## config.mk

```make
export PLATFORM = sky130hd
export DESIGN_NAME = uart_flow_control_port
export DESIGN_NICKNAME = d
export VERILOG_FILES = /design/src/uart_fc_pkg.sv /design/src/byte_fifo.sv /design/src/uart_rx_frame.sv /design/src/uart_flow_control_port.sv
export SDC_FILE = /design/constraint.sdc
export NUM_CORES = 1
export LEC_CHECK = 0
export BUFFER_PORTS_ARGS = -buffer_cell sky130_fd_sc_hd__buf_2
export CAP_MARGIN = 10
export CORE_ASPECT_RATIO = 0.5
export CORE_MARGIN = 8
export CORE_UTILIZATION = 56
export DETAILED_ROUTE_END_ITERATION = 8
export GPL_TIMING_DRIVEN = 0
export PLACE_DENSITY = 0.77
export SLEW_MARGIN = 20
export SYNTH_ARGS = -nofsm -noshare
export SYNTH_HDL_FRONTEND = slang
export SYNTH_SLANG_ARGS = --single-unit
```

## constraint.sdc

```tcl
create_clock -name clk -period 4.4 [get_ports clk]
set_input_delay 1.1 -clock clk [delete_from_list [all_inputs] [get_ports clk]]
set_output_delay 1.1 -clock clk [all_outputs]
set_load 0.02 [all_outputs]
```

## src/uart_fc_pkg.sv

```systemverilog
// shared constants for the flow-controlled serial port
// assumes a single 25 MHz system clock
package uart_fc_pkg;
  localparam int unsigned CLK_HZ = 25_000_000;
  localparam int unsigned MAX_BAUD = 1_000_000;
  // fastest rate needs at least this many clocks per bit
  localparam int unsigned MIN_DIV = CLK_HZ / MAX_BAUD;
  localparam logic [15:0] DIV_RESET = 16'h00D9; // about 115200 baud
  localparam logic [15:0] DIV_MIN = 16'(MIN_DIV);
  localparam logic PARITY_RESET = 1'b0;
  localparam logic FLOW_RESET = 1'b1;
  localparam int unsigned DATA_BITS = 8;
  localparam int unsigned FIFO_DEPTH = 32;
  localparam logic [7:0] FIFO_ROOM = 8'h04;
  typedef enum logic [2:0] {
    S_IDLE = 3'b000,
    S_START = 3'b001,
    S_DATA = 3'b010,
    S_PAR = 3'b011,
    S_STOP = 3'b100
  } frame_state_t;
endpackage

```

## src/byte_fifo.sv

```systemverilog
// synchronous fifo with valid and ready on both sides
// assumes one clock, async active-high reset
`timescale 1ns/10ps
module byte_fifo #(
  parameter int WIDTH = 8,
  parameter int DEPTH = 32
) (
  input wire logic clk,
  input wire logic reset,
  input wire logic ce,
  input wire logic [WIDTH-1:0] in_data,
  input wire logic in_valid,
  output logic in_ready,
  output logic [WIDTH-1:0] out_data,
  output logic out_valid,
  input wire logic out_ready,
  output logic [$clog2(DEPTH):0] level
);
  localparam int AW = $clog2(DEPTH);
  logic [WIDTH-1:0] mem [DEPTH];
  logic [AW:0] wr_ptr;
  logic [AW:0] rd_ptr;
  wire push = ce && in_valid && in_ready;
  wire pop = ce && out_valid && out_ready;
  assign level = wr_ptr - rd_ptr;
  assign in_ready = level != (AW+1)'(DEPTH);
  assign out_valid = level != '0;
  assign out_data = mem[rd_ptr[AW-1:0]];
  always_ff @(posedge clk) begin
    if (push) begin
      mem[wr_ptr[AW-1:0]] <= in_data;
    end
  end
  always_ff @(posedge clk or posedge reset) begin
    if (reset) begin
      wr_ptr <= '0;
      rd_ptr <= '0;
    end else begin
      if (push) wr_ptr <= wr_ptr + 1'b1;
      if (pop) rd_ptr <= rd_ptr + 1'b1;
    end
  end
  a_fifo_no_overflow: assert property (@(posedge clk) disable iff (reset)
    level <= (AW+1)'(DEPTH)) else $error("fifo level above depth");
endmodule

```

## src/uart_rx_frame.sv

```systemverilog
// serial receiver for one frame at a time
// assumes rx_in is already synchronised to clk
`timescale 1ns/10ps
module uart_rx_frame
  import uart_fc_pkg::*;
(
  input wire logic clk,
  input wire logic reset,
  input wire logic ce,
  input wire logic rx_in,
  input wire logic [15:0] divisor,
  input wire logic parity_en,
  output logic [7:0] data,
  output logic data_valid,
  output logic parity_err,
  output logic frame_err
);
  frame_state_t state;
  logic [15:0] cnt;
  logic [2:0] bitn;
  logic [7:0] shreg;
  logic par;
  wire tick = cnt == '0;
  wire [15:0] half = {1'b0, divisor[15:1]};
  always_ff @(posedge clk or posedge reset) begin
    if (reset) begin
      state <= S_IDLE;
      cnt <= '0;
      bitn <= '0;
      shreg <= '0;
      par <= 1'b0;
      data <= '0;
      data_valid <= 1'b0;
      parity_err <= 1'b0;
      frame_err <= 1'b0;
    end else if (ce) begin
      data_valid <= 1'b0;
      cnt <= tick ? divisor - 16'h0001 : cnt - 16'h0001;
      case (state)
        S_IDLE: begin
          cnt <= half;
          if (!rx_in) state <= S_START;
        end
        S_START: if (tick) begin
          state <= rx_in ? S_IDLE : S_DATA;
          bitn <= '0;
          par <= 1'b0;
        end
        S_DATA: if (tick) begin
          shreg <= {rx_in, shreg[7:1]};
          par <= par ^ rx_in;
          bitn <= bitn + 3'd1;
          if (bitn == 3'd7) state <= parity_en ? S_PAR : S_STOP;
        end
        S_PAR: if (tick) begin
          par <= par ^ rx_in;
          state <= S_STOP;
        end
        S_STOP: if (tick) begin
          data <= shreg;
          data_valid <= 1'b1;
          parity_err <= parity_en && par;
          frame_err <= !rx_in;
          state <= S_IDLE;
        end
        default: state <= S_IDLE;
      endcase
    end
  end
endmodule

```

## src/uart_flow_control_port.sv

```systemverilog
// top of the serial port: baud generator, transmitter, receive fifo, flow control
// assumes pins arrive asynchronously; user side runs on clk
`timescale 1ns/10ps
module uart_flow_control_port
  import uart_fc_pkg::*;
(
  input wire logic clk,
  input wire logic reset,
  input wire logic ce,
  input wire logic rxd,
  output logic txd,
  input wire logic cts_n,
  output logic rts_n,
  input wire logic restore_n,
  input wire logic power_save,
  input wire logic cfg_write,
  input wire logic [15:0] cfg_divisor,
  input wire logic cfg_parity,
  input wire logic cfg_flow,
  output logic [15:0] divisor,
  output logic parity_en,
  output logic flow_en,
  input wire logic [7:0] tx_data,
  input wire logic tx_valid,
  output logic tx_ready,
  output logic [7:0] rx_data,
  output logic rx_valid,
  input wire logic rx_ready,
  output logic rx_overrun,
  output logic rx_parity_err,
  output logic rx_frame_err
);
  // two-stage synchronisers for every pin input
  logic rxd_s1, rxd_s2, cts_s1, cts_s2, rst_s1, rst_s2, ps_s1, ps_s2;
  logic startup_done;
  always_ff @(posedge clk or posedge reset) begin
    if (reset) begin
      rxd_s1 <= 1'b1;
      rxd_s2 <= 1'b1;
      cts_s1 <= 1'b1;
      cts_s2 <= 1'b1;
      rst_s1 <= 1'b1;
      rst_s2 <= 1'b1;
      ps_s1 <= 1'b0;
      ps_s2 <= 1'b0;
    end else if (ce) begin
      rxd_s1 <= rxd;
      rxd_s2 <= rxd_s1;
      cts_s1 <= cts_n;
      cts_s2 <= cts_s1;
      rst_s1 <= restore_n;
      rst_s2 <= rst_s1;
      ps_s1 <= power_save;
      ps_s2 <= ps_s1;
    end
  end

  // configuration; restore strap caught once after reset release
  wire [15:0] next_div_clamped = (cfg_divisor < DIV_MIN) ? DIV_MIN : cfg_divisor;
  logic [1:0] strap_wait;
  always_ff @(posedge clk or posedge reset) begin
    if (reset) begin
      divisor <= DIV_RESET;
      parity_en <= PARITY_RESET;
      flow_en <= FLOW_RESET;
      strap_wait <= 2'd0;
      startup_done <= 1'b0;
    end else if (ce) begin
      if (!startup_done) begin
        // wait for synchroniser to fill before trusting the strap
        strap_wait <= strap_wait + 2'd1;
        if (strap_wait == 2'd3) begin
          startup_done <= 1'b1;
          if (!rst_s2) begin
            divisor <= DIV_RESET;
            parity_en <= PARITY_RESET;
            flow_en <= FLOW_RESET;
          end
        end
      end else if (cfg_write) begin
        divisor <= next_div_clamped;
        parity_en <= cfg_parity;
        flow_en <= cfg_flow;
      end
    end
  end

  // transmitter
  frame_state_t tx_state;
  logic [15:0] tx_cnt;
  logic [2:0] tx_bit;
  logic [7:0] tx_sh;
  logic tx_par;
  wire tx_tick = tx_cnt == 16'h0001;
  // a held-off character waits; a frame already started always completes
  wire tx_go = tx_valid && tx_ready && (!flow_en || !cts_s2);
  always_ff @(posedge clk or posedge reset) begin
    if (reset) begin
      tx_state <= S_IDLE;
      tx_cnt <= 16'h0001;
      tx_bit <= '0;
      tx_sh <= '0;
      tx_par <= 1'b0;
      txd <= 1'b1;
      tx_ready <= 1'b0;
    end else if (ce) begin
      tx_cnt <= tx_tick ? divisor : tx_cnt - 16'h0001;
      case (tx_state)
        S_IDLE: begin
          txd <= 1'b1;
          tx_ready <= startup_done;
          if (tx_go) begin
            tx_ready <= 1'b0;
            tx_sh <= tx_data;
            tx_par <= ^tx_data;
            tx_cnt <= divisor;
            txd <= 1'b0;
            tx_state <= S_START;
          end
        end
        S_START: if (tx_tick) begin
          txd <= tx_sh[0];
          tx_sh <= {1'b0, tx_sh[7:1]};
          tx_bit <= '0;
          tx_state <= S_DATA;
        end
        S_DATA: if (tx_tick) begin
          tx_bit <= tx_bit + 3'd1;
          if (tx_bit == 3'd7) begin
            txd <= parity_en ? tx_par : 1'b1;
            tx_state <= parity_en ? S_PAR : S_STOP;
          end else begin
            txd <= tx_sh[0];
            tx_sh <= {1'b0, tx_sh[7:1]};
          end
        end
        S_PAR: if (tx_tick) begin
          txd <= 1'b1;
          tx_state <= S_STOP;
        end
        S_STOP: if (tx_tick) begin
          txd <= 1'b1;
          tx_state <= S_IDLE;
        end
        default: tx_state <= S_IDLE;
      endcase
    end
  end

  // receiver and its buffer
  logic [7:0] fr_data;
  logic fr_valid, fr_perr, fr_ferr;
  uart_rx_frame u_rx (
    .clk(clk),
    .reset(reset),
    .ce(ce),
    .rx_in(rxd_s2),
    .divisor(divisor),
    .parity_en(parity_en),
    .data(fr_data),
    .data_valid(fr_valid),
    .parity_err(fr_perr),
    .frame_err(fr_ferr)
  );
  logic [9:0] f_in, f_out;
  logic f_in_ready, f_out_valid, f_pop;
  logic [5:0] f_level;
  assign f_in = {fr_perr, fr_ferr, fr_data};
  byte_fifo #(.WIDTH(10), .DEPTH(FIFO_DEPTH)) u_fifo (
    .clk(clk),
    .reset(reset),
    .ce(ce),
    .in_data(f_in),
    .in_valid(fr_valid),
    .in_ready(f_in_ready),
    .out_data(f_out),
    .out_valid(f_out_valid),
    .out_ready(f_pop),
    .level(f_level)
  );
  // output stage register so outputs come from flops
  assign f_pop = f_out_valid && (!rx_valid || rx_ready);
  // headroom for characters the far end sends after seeing rts go off
  wire fifo_nearly_full = f_level >= 6'(FIFO_DEPTH - int'(FIFO_ROOM));
  wire cannot_accept = fifo_nearly_full || ps_s2 || !startup_done;
  always_ff @(posedge clk or posedge reset) begin
    if (reset) begin
      rx_data <= '0;
      rx_valid <= 1'b0;
      rx_parity_err <= 1'b0;
      rx_frame_err <= 1'b0;
      rx_overrun <= 1'b0;
      rts_n <= 1'b1;
    end else if (ce) begin
      if (f_pop) begin
        rx_data <= f_out[7:0];
        rx_frame_err <= f_out[8];
        rx_parity_err <= f_out[9];
        rx_valid <= 1'b1;
      end else if (rx_ready) begin
        rx_valid <= 1'b0;
      end
      // sticky; only reset clears, so no set/clear race
      if (fr_valid && !f_in_ready) rx_overrun <= 1'b1;
      // with flow off rts stays on, even with the buffer full, except in power saving or before start-up is done
      rts_n <= flow_en ? cannot_accept : (ps_s2 || !startup_done);
    end
  end

  a_rts_off_full: assert property (@(posedge clk) disable iff (reset)
    ce && fifo_nearly_full && flow_en |=> rts_n)
    else $error("rts on while buffer nearly full");
  a_rts_off_save: assert property (@(posedge clk) disable iff (reset)
    ce && ps_s2 |=> rts_n)
    else $error("rts on during power saving");
  a_div_floor: assert property (@(posedge clk) disable iff (reset)
    divisor >= DIV_MIN)
    else $error("divisor above 1 Mbps rate");
  a_start_low: assert property (@(posedge clk) disable iff (reset)
    ce && tx_go |=> !txd && tx_state == S_START)
    else $error("start bit not low");
  a_stop_high: assert property (@(posedge clk) disable iff (reset)
    tx_state == S_STOP || tx_state == S_IDLE && !$past(tx_go) |-> txd)
    else $error("stop or idle not high");
  a_cts_hold: assert property (@(posedge clk) disable iff (reset)
    tx_state == S_IDLE && flow_en && cts_s2 |=> tx_state == S_IDLE)
    else $error("sent while cts off");
  a_reset_fmt: assert property (@(posedge clk)
    $fell(reset) |-> !parity_en && flow_en && divisor == DIV_RESET)
    else $error("defaults wrong after reset");
  a_strap_restore: assert property (@(posedge clk) disable iff (reset)
    ce && !startup_done && strap_wait == 2'd3 && !rst_s2 |=> divisor == DIV_RESET
      && flow_en && !parity_en)
    else $error("restore strap ignored");
  a_busy_not_ready: assert property (@(posedge clk) disable iff (reset)
    tx_state != S_IDLE |-> !tx_ready)
    else $error("ready raised mid-frame");
  a_start_line: assert property (@(posedge clk) disable iff (reset)
    tx_state == S_START |-> !txd)
    else $error("start bit not held low");
  a_par_even: assert property (@(posedge clk) disable iff (reset)
    tx_state == S_PAR |-> txd == tx_par)
    else $error("parity bit not even");
  a_lsb_first: assert property (@(posedge clk) disable iff (reset)
    ce && tx_state == S_START && tx_tick |=> txd == $past(tx_sh[0]))
    else $error("first data bit not lsb");
  a_cts_ignored: assert property (@(posedge clk) disable iff (reset)
    ce && tx_state == S_IDLE && !flow_en && tx_valid && tx_ready |=> tx_state == S_START)
    else $error("byte held back with flow control off");
  a_flow_off_on: assert property (@(posedge clk) disable iff (reset)
    ce && startup_done && !flow_en && !ps_s2 |=> !rts_n)
    else $error("rts off with flow control off");
  a_rts_startup: assert property (@(posedge clk) disable iff (reset)
    ce && !startup_done |=> rts_n)
    else $error("rts on before start-up done");
  a_cfg_locked: assert property (@(posedge clk) disable iff (reset)
    !startup_done |-> divisor == DIV_RESET && flow_en && !parity_en)
    else $error("settings moved during start-up");
  a_rx_drop: assert property (@(posedge clk) disable iff (reset)
    ce && fr_valid && !f_in_ready |=> rx_overrun)
    else $error("dropped frame not flagged");
  a_overrun_sticky: assert property (@(posedge clk) disable iff (reset)
    rx_overrun |=> rx_overrun)
    else $error("overrun flag cleared without reset");
  a_rx_hold: assert property (@(posedge clk) disable iff (reset)
    rx_valid && !rx_ready |=> rx_valid && $stable(rx_data))
    else $error("receive data changed before taken");
endmodule

```

==> results.cfg, run 1 <==
[route]
ant_nets = 0
drtIter0Drc = 1339
drt_wl_total_mm = 47.02
vias_per_cell = 6.422
drc = 0
drt_first_pass_iters = 6
wl_per_cell_um = 25.09
vias = 12034

[global_routing]
grt_pass1_wl_mm = 71.70
overflow = 0
grt_pass1_vias = 12123
antenna_found_initial = 1
grt_start_max_net_pins = 34
grt_use_total_pct = 22.64

[synth]
ys_warn_count = 0
synth_top_family_by_area = multiplexers
synth_area_per_cell_um2 = 15.39
synth.distinct_cells = 84
ys_ff_latch = 449
synth-adder-area-share_pct = 1.163
async_reset_ff_share_pct = 28.73
synth-edff-count = 320
syn-num-nets = 1312
syn-instance-count = 1258
yosys.area_share.simple_pct = 7.339
synth_compound_area_share_pct = 9.123
yosysSeqAreaShare_pct = 66.38
synth_area_um2 = 19370
synth-xor-area-share_pct = 1.447
yosysTopAreaCell = edfxtp_1
synth_top_area_share_pct = 49.62
yosys-mux-area-fraction_pct = 12.37
synthTopCellsByArea = edfxtp_1, dfrtp_1, mux4_2, dfstp_2, mux2_2
synthFlopType = edfxtp_1

[setup_path]
reg2reg_setup_slack_ns = 0.45
required_ns = 4.84
crit_path_end_kind = flop
r2r-end = rx_data[6]
arrival_ns = 4.38
cp-start-kind = flop
crit_type = flop to flop
worstPathMaxFanout = 19
cp-startpoint = u_fifo.rd_ptr[1]
cp-endpoint = rx_data[6]
r2r_start = u_fifo.rd_ptr[1]
r2r_cells = 12

[power_and_ir_drop]
clockPowerShare_pct = 31.5
p_comb_share_pct = 24.6
leakage_nw = 8.188
total_power_mw = 11.29
p_per_area_nw_per_um2 = 513.9
seqPwrFrac_pct = 43.9
ir_drop_uv = 274.3
p_int_mw = 7.840
swShare_pct = 30.56
p_sw_mw = 3.451

[sta]
setup_viol = 0
layout_setup_ws_ns = 0.4536
rsz0062_at_grt = false
fin_crit_sh_pct = 89.69
relSlewSlack_pct = 26.83
period_needed_ns = 3.946
drv_slew = 0
hold_viol = 0
skew_ns = 0.02865
worstMarginPinSlew_ns = 1.098
fmax_ghz = 0.2534

[clock_tree]
cts-root-buf = clkbuf_16
cts_hold_buf = 0
post_cts_buffers = 0
clk_pin_slew_ns = 0.07
clock-sinks = 449
cts_tree = done
cts_max_level = 2
cts_buffers = 39
clock_latency_ns = 0.57
ctsLongestPathBuffers = 3

[min_path]
hp-class = primary input to async pin

[floorplan]
initial_core_util_pct = 56.47
core_um2 = 34290
die_h_um = 147.5
die_x_um = 279.0
dieArea_um2 = 41150
ioPinCount = 69
rows = 48

[placement]
place_ws_ns = -0.8550
hpwl_mm = 30.29
io_buffers = 67
dpl_cell_area_um2 = 20380
globalplace.congestion = 0.8970

[job]
max_cap_violations = 0

[cells_and_area]
fin_area_um2 = 21970
area_delta_synth_final_pct = 13.46
fin_nets = 1423
fill_cells = 2363
drive_gt1_share_pct = 25.38
diodes = 0

[run_status]
status = finished clean
==> cells in the mapped netlist, types with 12 or more instances <==
| cell | instances |
|---|---|
| buf_2 | 17 |
| mux2_2 | 35 |
| xnor2_1 | 21 |
| a31oi_1 | 15 |
| dfstp_2 | 15 |
| nand2_1 | 65 |
| nand3_1 | 29 |
| inv_1 | 27 |
| edfxtp_1 | 320 |
| a22o_1 | 42 |
| mux4_2 | 80 |
| nor3_1 | 22 |
| ha_1 | 18 |
| a21oi_1 | 46 |
| clkbuf_1 | 42 |
| mux2i_1 | 12 |
| dfrtp_1 | 114 |
| o21ai_0 | 62 |
| nor2_1 | 88 |
==> per-stage QoR <==
stage | std cells | hold WS [ns] | TNS (ns) | utilization, %
4_1_cts | 1875 | 0.4659 | 0 | 64.05
3_3_place_gp | 1800 | 0.4628 | -202.05 | 59.19
5_1_grt | 1874 | 0.4813 | 0 | 64.07
6_report | 1874 | 0.4786 | 0 | 64.07
2_1_floorplan | 1258 | 0.4522 | 0 | -
3_5_place_dp | 1804 | 0.4838 | -235.33 | 59.43
==> state kept, by name, indices dropped and copies added (netlist names), 2 cells and up <==
| name | flops |
|---|---|
| u_fifo.mem | 320 |
| divisor | 16 |
| tx_cnt | 16 |
| u_rx.cnt | 16 |
| rx_data | 8 |
| tx_sh | 8 |
| u_rx.data | 8 |
| u_rx.shreg | 8 |
| u_fifo.rd_ptr | 6 |
| u_fifo.wr_ptr | 6 |
| tx_bit | 3 |
| tx_state | 3 |
| u_rx.bitn | 3 |
| u_rx.state | 3 |
| strap_wait | 2 |
==> critical path: stages (launching register included) <==
cell and delay (ns):
dfrtp_1 0.34, clkbuf_2 0.30, clkbuf_2 0.50, inv_1 0.10
ha_1 0.32, nor2b_1 0.18, o2111ai_1 0.16, a21oi_1 0.37
and4b_1 0.25, clkbuf_1 0.23, nor2_1 0.31, buf_2 0.38
mux2_2 0.38
==> logic make-up (layout without fill, tap and decap cells) <==
group | count (synthesis) | after routing
compound gates | 254 | 254
mux | 134 | 134
flops | 449 | 449
simple gates | 278 | 278
buf+inv | 93 | 234
xor+xnor | 32 | 32
fa+ha+maj | 18 | 18
==> how the worst min path moves through the flow <==
| stage | startpoint | end | slack (ns) | cells past startpoint |
|---|---|---|---|---|
| 4_1_cts | reset | tx_bit[1] | 0.47 | 2 |
| 5_1_grt | reset | tx_bit[1] | 0.48 | 2 |
| 6_report | reset | tx_sh[5] | 0.48 | 2 |
| 2_1_floorplan | u_rx.shreg[0] | u_rx.data[0] | 0.45 | 1 |
| 3_3_place_gp | u_rx.shreg[0] | u_rx.data[0] | 0.46 | 1 |
| 3_5_place_dp | rts_n | rts_n | 0.48 | 2 |
==> power by group through the flow <==
stage               sequential [mW]  clock [mW]  combinational [mW]
floorplan                      5.03           0                1.87
global placement               5.01           0                2.65
detailed placement             5.03           0                2.74
CTS                            4.94        3.59                2.77
global route                   4.98        3.73                2.99
finish                         4.95        3.56                2.78
==> layout by cell type, fill, tap and decap left out, types with 6 or more instances in the layout <==
cell       Yosys  layout
a21oi_1       46      46
a221oi_1       8       8
a22o_1        42      42
a31oi_1       15      15
and3_1         7       7
buf_2         17      84
clkbuf_1      42      48
clkbuf_16      0      40
clkinv_1       1       7
clkinv_2       0       6
dfrtp_1      114     106
dfrtp_2        0       8
dfstp_2       15      15
edfxtp_1     320     320
ha_1          18      18
inv_1         27      26
mux2_1         7       7
mux2_2        35      35
mux2i_1       12      12
mux4_2        80      80
nand2_1       65      65
nand3_1       29      25
nand3b_1       6       6
nor2_1        88      56
nor2_4         0      32
nor2b_1       11      11
nor3_1        22      22
nor4_1         9       9
o21ai_0       62      62
o21ai_1        8       8
o22ai_1        6       6
o2bb2ai_1      8       8
o31ai_1        7       7
xnor2_1       21      21
xor2_1        11      11
==> metal layers <==
metal	up-vias	global-route usage (%)	part of all wire, %
li1	5169	-	-
met2	628	37.70	49
met1	6116	29.89	39
met5	-	0	0.019
met3	119	4.831	9.3
met4	2	7.219	3.0
==> what timing repair did <==
| action | CTS | global route |
|---|---|---|
| gates resized for setup | 75 | 0 |
| setup endpoints to repair | 329 | 9 |
| pin swaps | 0 | 0 |
==> cell type report <==
class | count | area (um2) | area share, %
clock inverter | 22 | 250.2 | 1.139
tap | 475 | 594.3 | 2.705
multi-input combinational | 716 | 6387 | 29.07
clock buffer | 49 | 1035 | 4.709
sequential | 449 | 12870 | 58.56
buffer | 64 | 315.3 | 1.435
inverter | 28 | 108.9 | 0.4954
timing repair buffer | 71 | 415.4 | 1.891
Note: power is estimated with default switching activity, not from simulation.
==> run 2: changes to the inputs <==
RECOVER_POWER = 50   (was not set)
==> run 2 against run 1 <==
Compared with the run above:
- die area unchanged
- first-iteration DRC count up 3.9%
- sequential power barely moved
- worst setup slack worse by 0.023 ns
- critical path type unchanged
- the run now ends with capacitance limit, slew limit left
- critical endpoint unchanged
==> results.cfg, run 2 (synthesized netlist as in run 1, its figures left out) <==
[route]
drt_wl_total_mm = 47.00
top_layer = met5
route.met3.wl_mm = 4.301
wl_met2_mm = 22.90
drc = 0
vias_per_cell = 6.444
wl_per_cell_um = 25.08
wl_met1_mm = 18.52
drtIter0Drc = 1391
drt_first_pass_iters = 6
ant_nets = 0
vias = 12076

[placement]
globalplace.congestion = 0.8970
dpl_cell_area_um2 = 20380
place_ws_ns = -0.8550
io_buffers = 67
hpwl_mm = 30.29

[setup_path]
slowest_stage = clkbuf_2
crit_type = flop to flop
path_common_cell = clkbuf_2
arrival_ns = 4.40
crit_path_cell_trace = clkbuf_2, clkbuf_2, inv_1, ha_1, nor2b_1, o2111ai_1, a21oi_1, and4b_1, clkbuf_1, nor2_1, buf_2, mux2_2
cp_top_family = buffers and inverters
required_ns = 4.83
worstPathMaxFanout = 19
cp-start-kind = flop
slowest_delay_ns = 0.51
crit_path_end_kind = flop
crit_buf_inv = 5

[sta]
hold_viol = 0
worstMarginPinSlew_ns = 1.876
period_needed_ns = 3.970
fmax_ghz = 0.2519
skew_ns = 0.03026
rsz0062_at_grt = false
final.setup.tns_ns = 0
layout_setup_ws_ns = 0.4304
drv_slew = 95
setup_viol = 0
fin_crit_sh_pct = 90.22
relSlewSlack_pct = -25.06

[clock_tree]
clock-sinks = 449
cts_hold_buf = 0
cts-root-buf = clkbuf_16
cts_tree = done
clk_pin_slew_ns = 0.07
cts_max_level = 2
ctsLongestPathBuffers = 3
clock_latency_ns = 0.57
cts_buffers = 39

[cells_and_area]
final_cell_mix = edfxtp_1, dfrtp_1, buf_2
mostFrequentLayoutCell = edfxtp_1
fin_nets = 1423
drive_gt1_share_pct = 24.45
fin_area_um2 = 21890
final_util_pct = 63.84
diodes = 0
fill_cells = 2375
largest_reg_flops = 320
area_delta_synth_final_pct = 13.05

[global_routing]
overflow = 0
grt_pass1_wl_mm = 71.70
grt_pass1_vias = 12123
grt_start_max_net_pins = 34
antenna_found_initial = 1
grt_use_total_pct = 22.64

[power_and_ir_drop]
ir_drop_uv = 276.6
leakage_nw = 8.165
p_per_area_nw_per_um2 = 515.5

[floorplan]
ioPinCount = 69
die_h_um = 147.5
dieArea_um2 = 41150
initial_core_util_pct = 56.47
die_x_um = 279.0
rows = 48
core_um2 = 34290

[run_status]
violations = capacitance limit, slew limit
status = finished with violations

[min_path]
hp-class = primary input to async pin

[job]
max_cap_violations = 3
==> run 2: changes by cell type in the layout (fill, tap and decap cells not counted) <==
| cell | previous run | this run |
|---|---|---|
| clkbuf_1 | 48 | 53 |
| clkinvlp_4 | 1 | 0 |
| dfrtp_2 | 8 | 0 |
| clkinvlp_2 | 2 | 3 |
| buf_12 | 4 | 1 |
| buf_6 | 4 | 3 |
| clkbuf_8 | 1 | 0 |
| dfrtp_1 | 106 | 114 |
==> run 2: worst register-to-register path: stages (launching register included) <==
cell and delay [ns]:
dfrtp_1 0.34, clkbuf_2 0.30, clkbuf_2 0.51, inv_1 0.10, ha_1 0.32, nor2b_1 0.18, o2111ai_1 0.16, a21oi_1 0.37
and4b_1 0.25, clkbuf_1 0.22, nor2_1 0.33, buf_2 0.39, mux2_2 0.39
==> run 2: metrics by stage <==
stage / power, mW / std cells / hold WS, ns
2_1_floorplan: 6.897 / 1258 / 0.4522
4_1_cts: 11.31 / 1875 / 0.4659
3_3_place_gp: 7.666 / 1800 / 0.4628
6_report: 11.29 / 1874 / 0.4954
5_1_grt: 11.69 / 1874 / 0.5036
3_5_place_dp: 7.764 / 1804 / 0.4838
==> run 2: what timing repair did <==
action | 4_1_cts | 5_1_grt
endpoints found under the setup margin | 329 | 9
resized for setup | 75 | 0
setup buffers | 0 | 0
endpoints found under the hold margin | 0 | 0
==> run 2: final cells by class <==
cell class | count | area, um2 | share of cell area [%]
Inverter | 28 | 106.4 | 0.4858
Timing Repair Buffer | 71 | 366.6 | 1.674
Multi-Input combinational cell | 716 | 6387 | 29.17
Buffer | 64 | 297.8 | 1.360
Clock buffer | 49 | 1035 | 4.726
Sequential cell | 449 | 12860 | 58.72
Tap cell | 475 | 594.3 | 2.715
Clock inverter | 22 | 250.2 | 1.143
==> run 2: final timing paths <==
| path | from | end | slack, ns | depth (start not counted) |
|---|---|---|---|---|
| max | u_fifo.rd_ptr[1] | rx_data[6] | 0.43 | 12 |
| min | reset | tx_sh[5] | 0.50 | 2 |
| max reg2reg | u_fifo.rd_ptr[1] | rx_data[6] | 0.43 | 12 |
| min reg2reg | rts_n | rts_n | 0.50 | 2 |
| max in group asynchronous | reset | divisor[8] | 0.79 | 4 |
| min in group clk | rts_n | rts_n | 0.50 | 2 |
==> run 2: power by group <==
group	leakage (nW)	switching [mW]	internal (mW)
clock network	0.626	1.58	1.98
logic	2.66	1.63	1.15
registers	4.88	0.251	4.70
total	8.17	3.45	7.83
==> run 2: per-layer routing <==
metal | up-vias | GRT usage [%]
met2 | 645 | 37.70
met5 | - | 0
met3 | 107 | 4.831
met1 | 6151 | 29.89
li1 | 5171 | -
met4 | 2 | 7.219
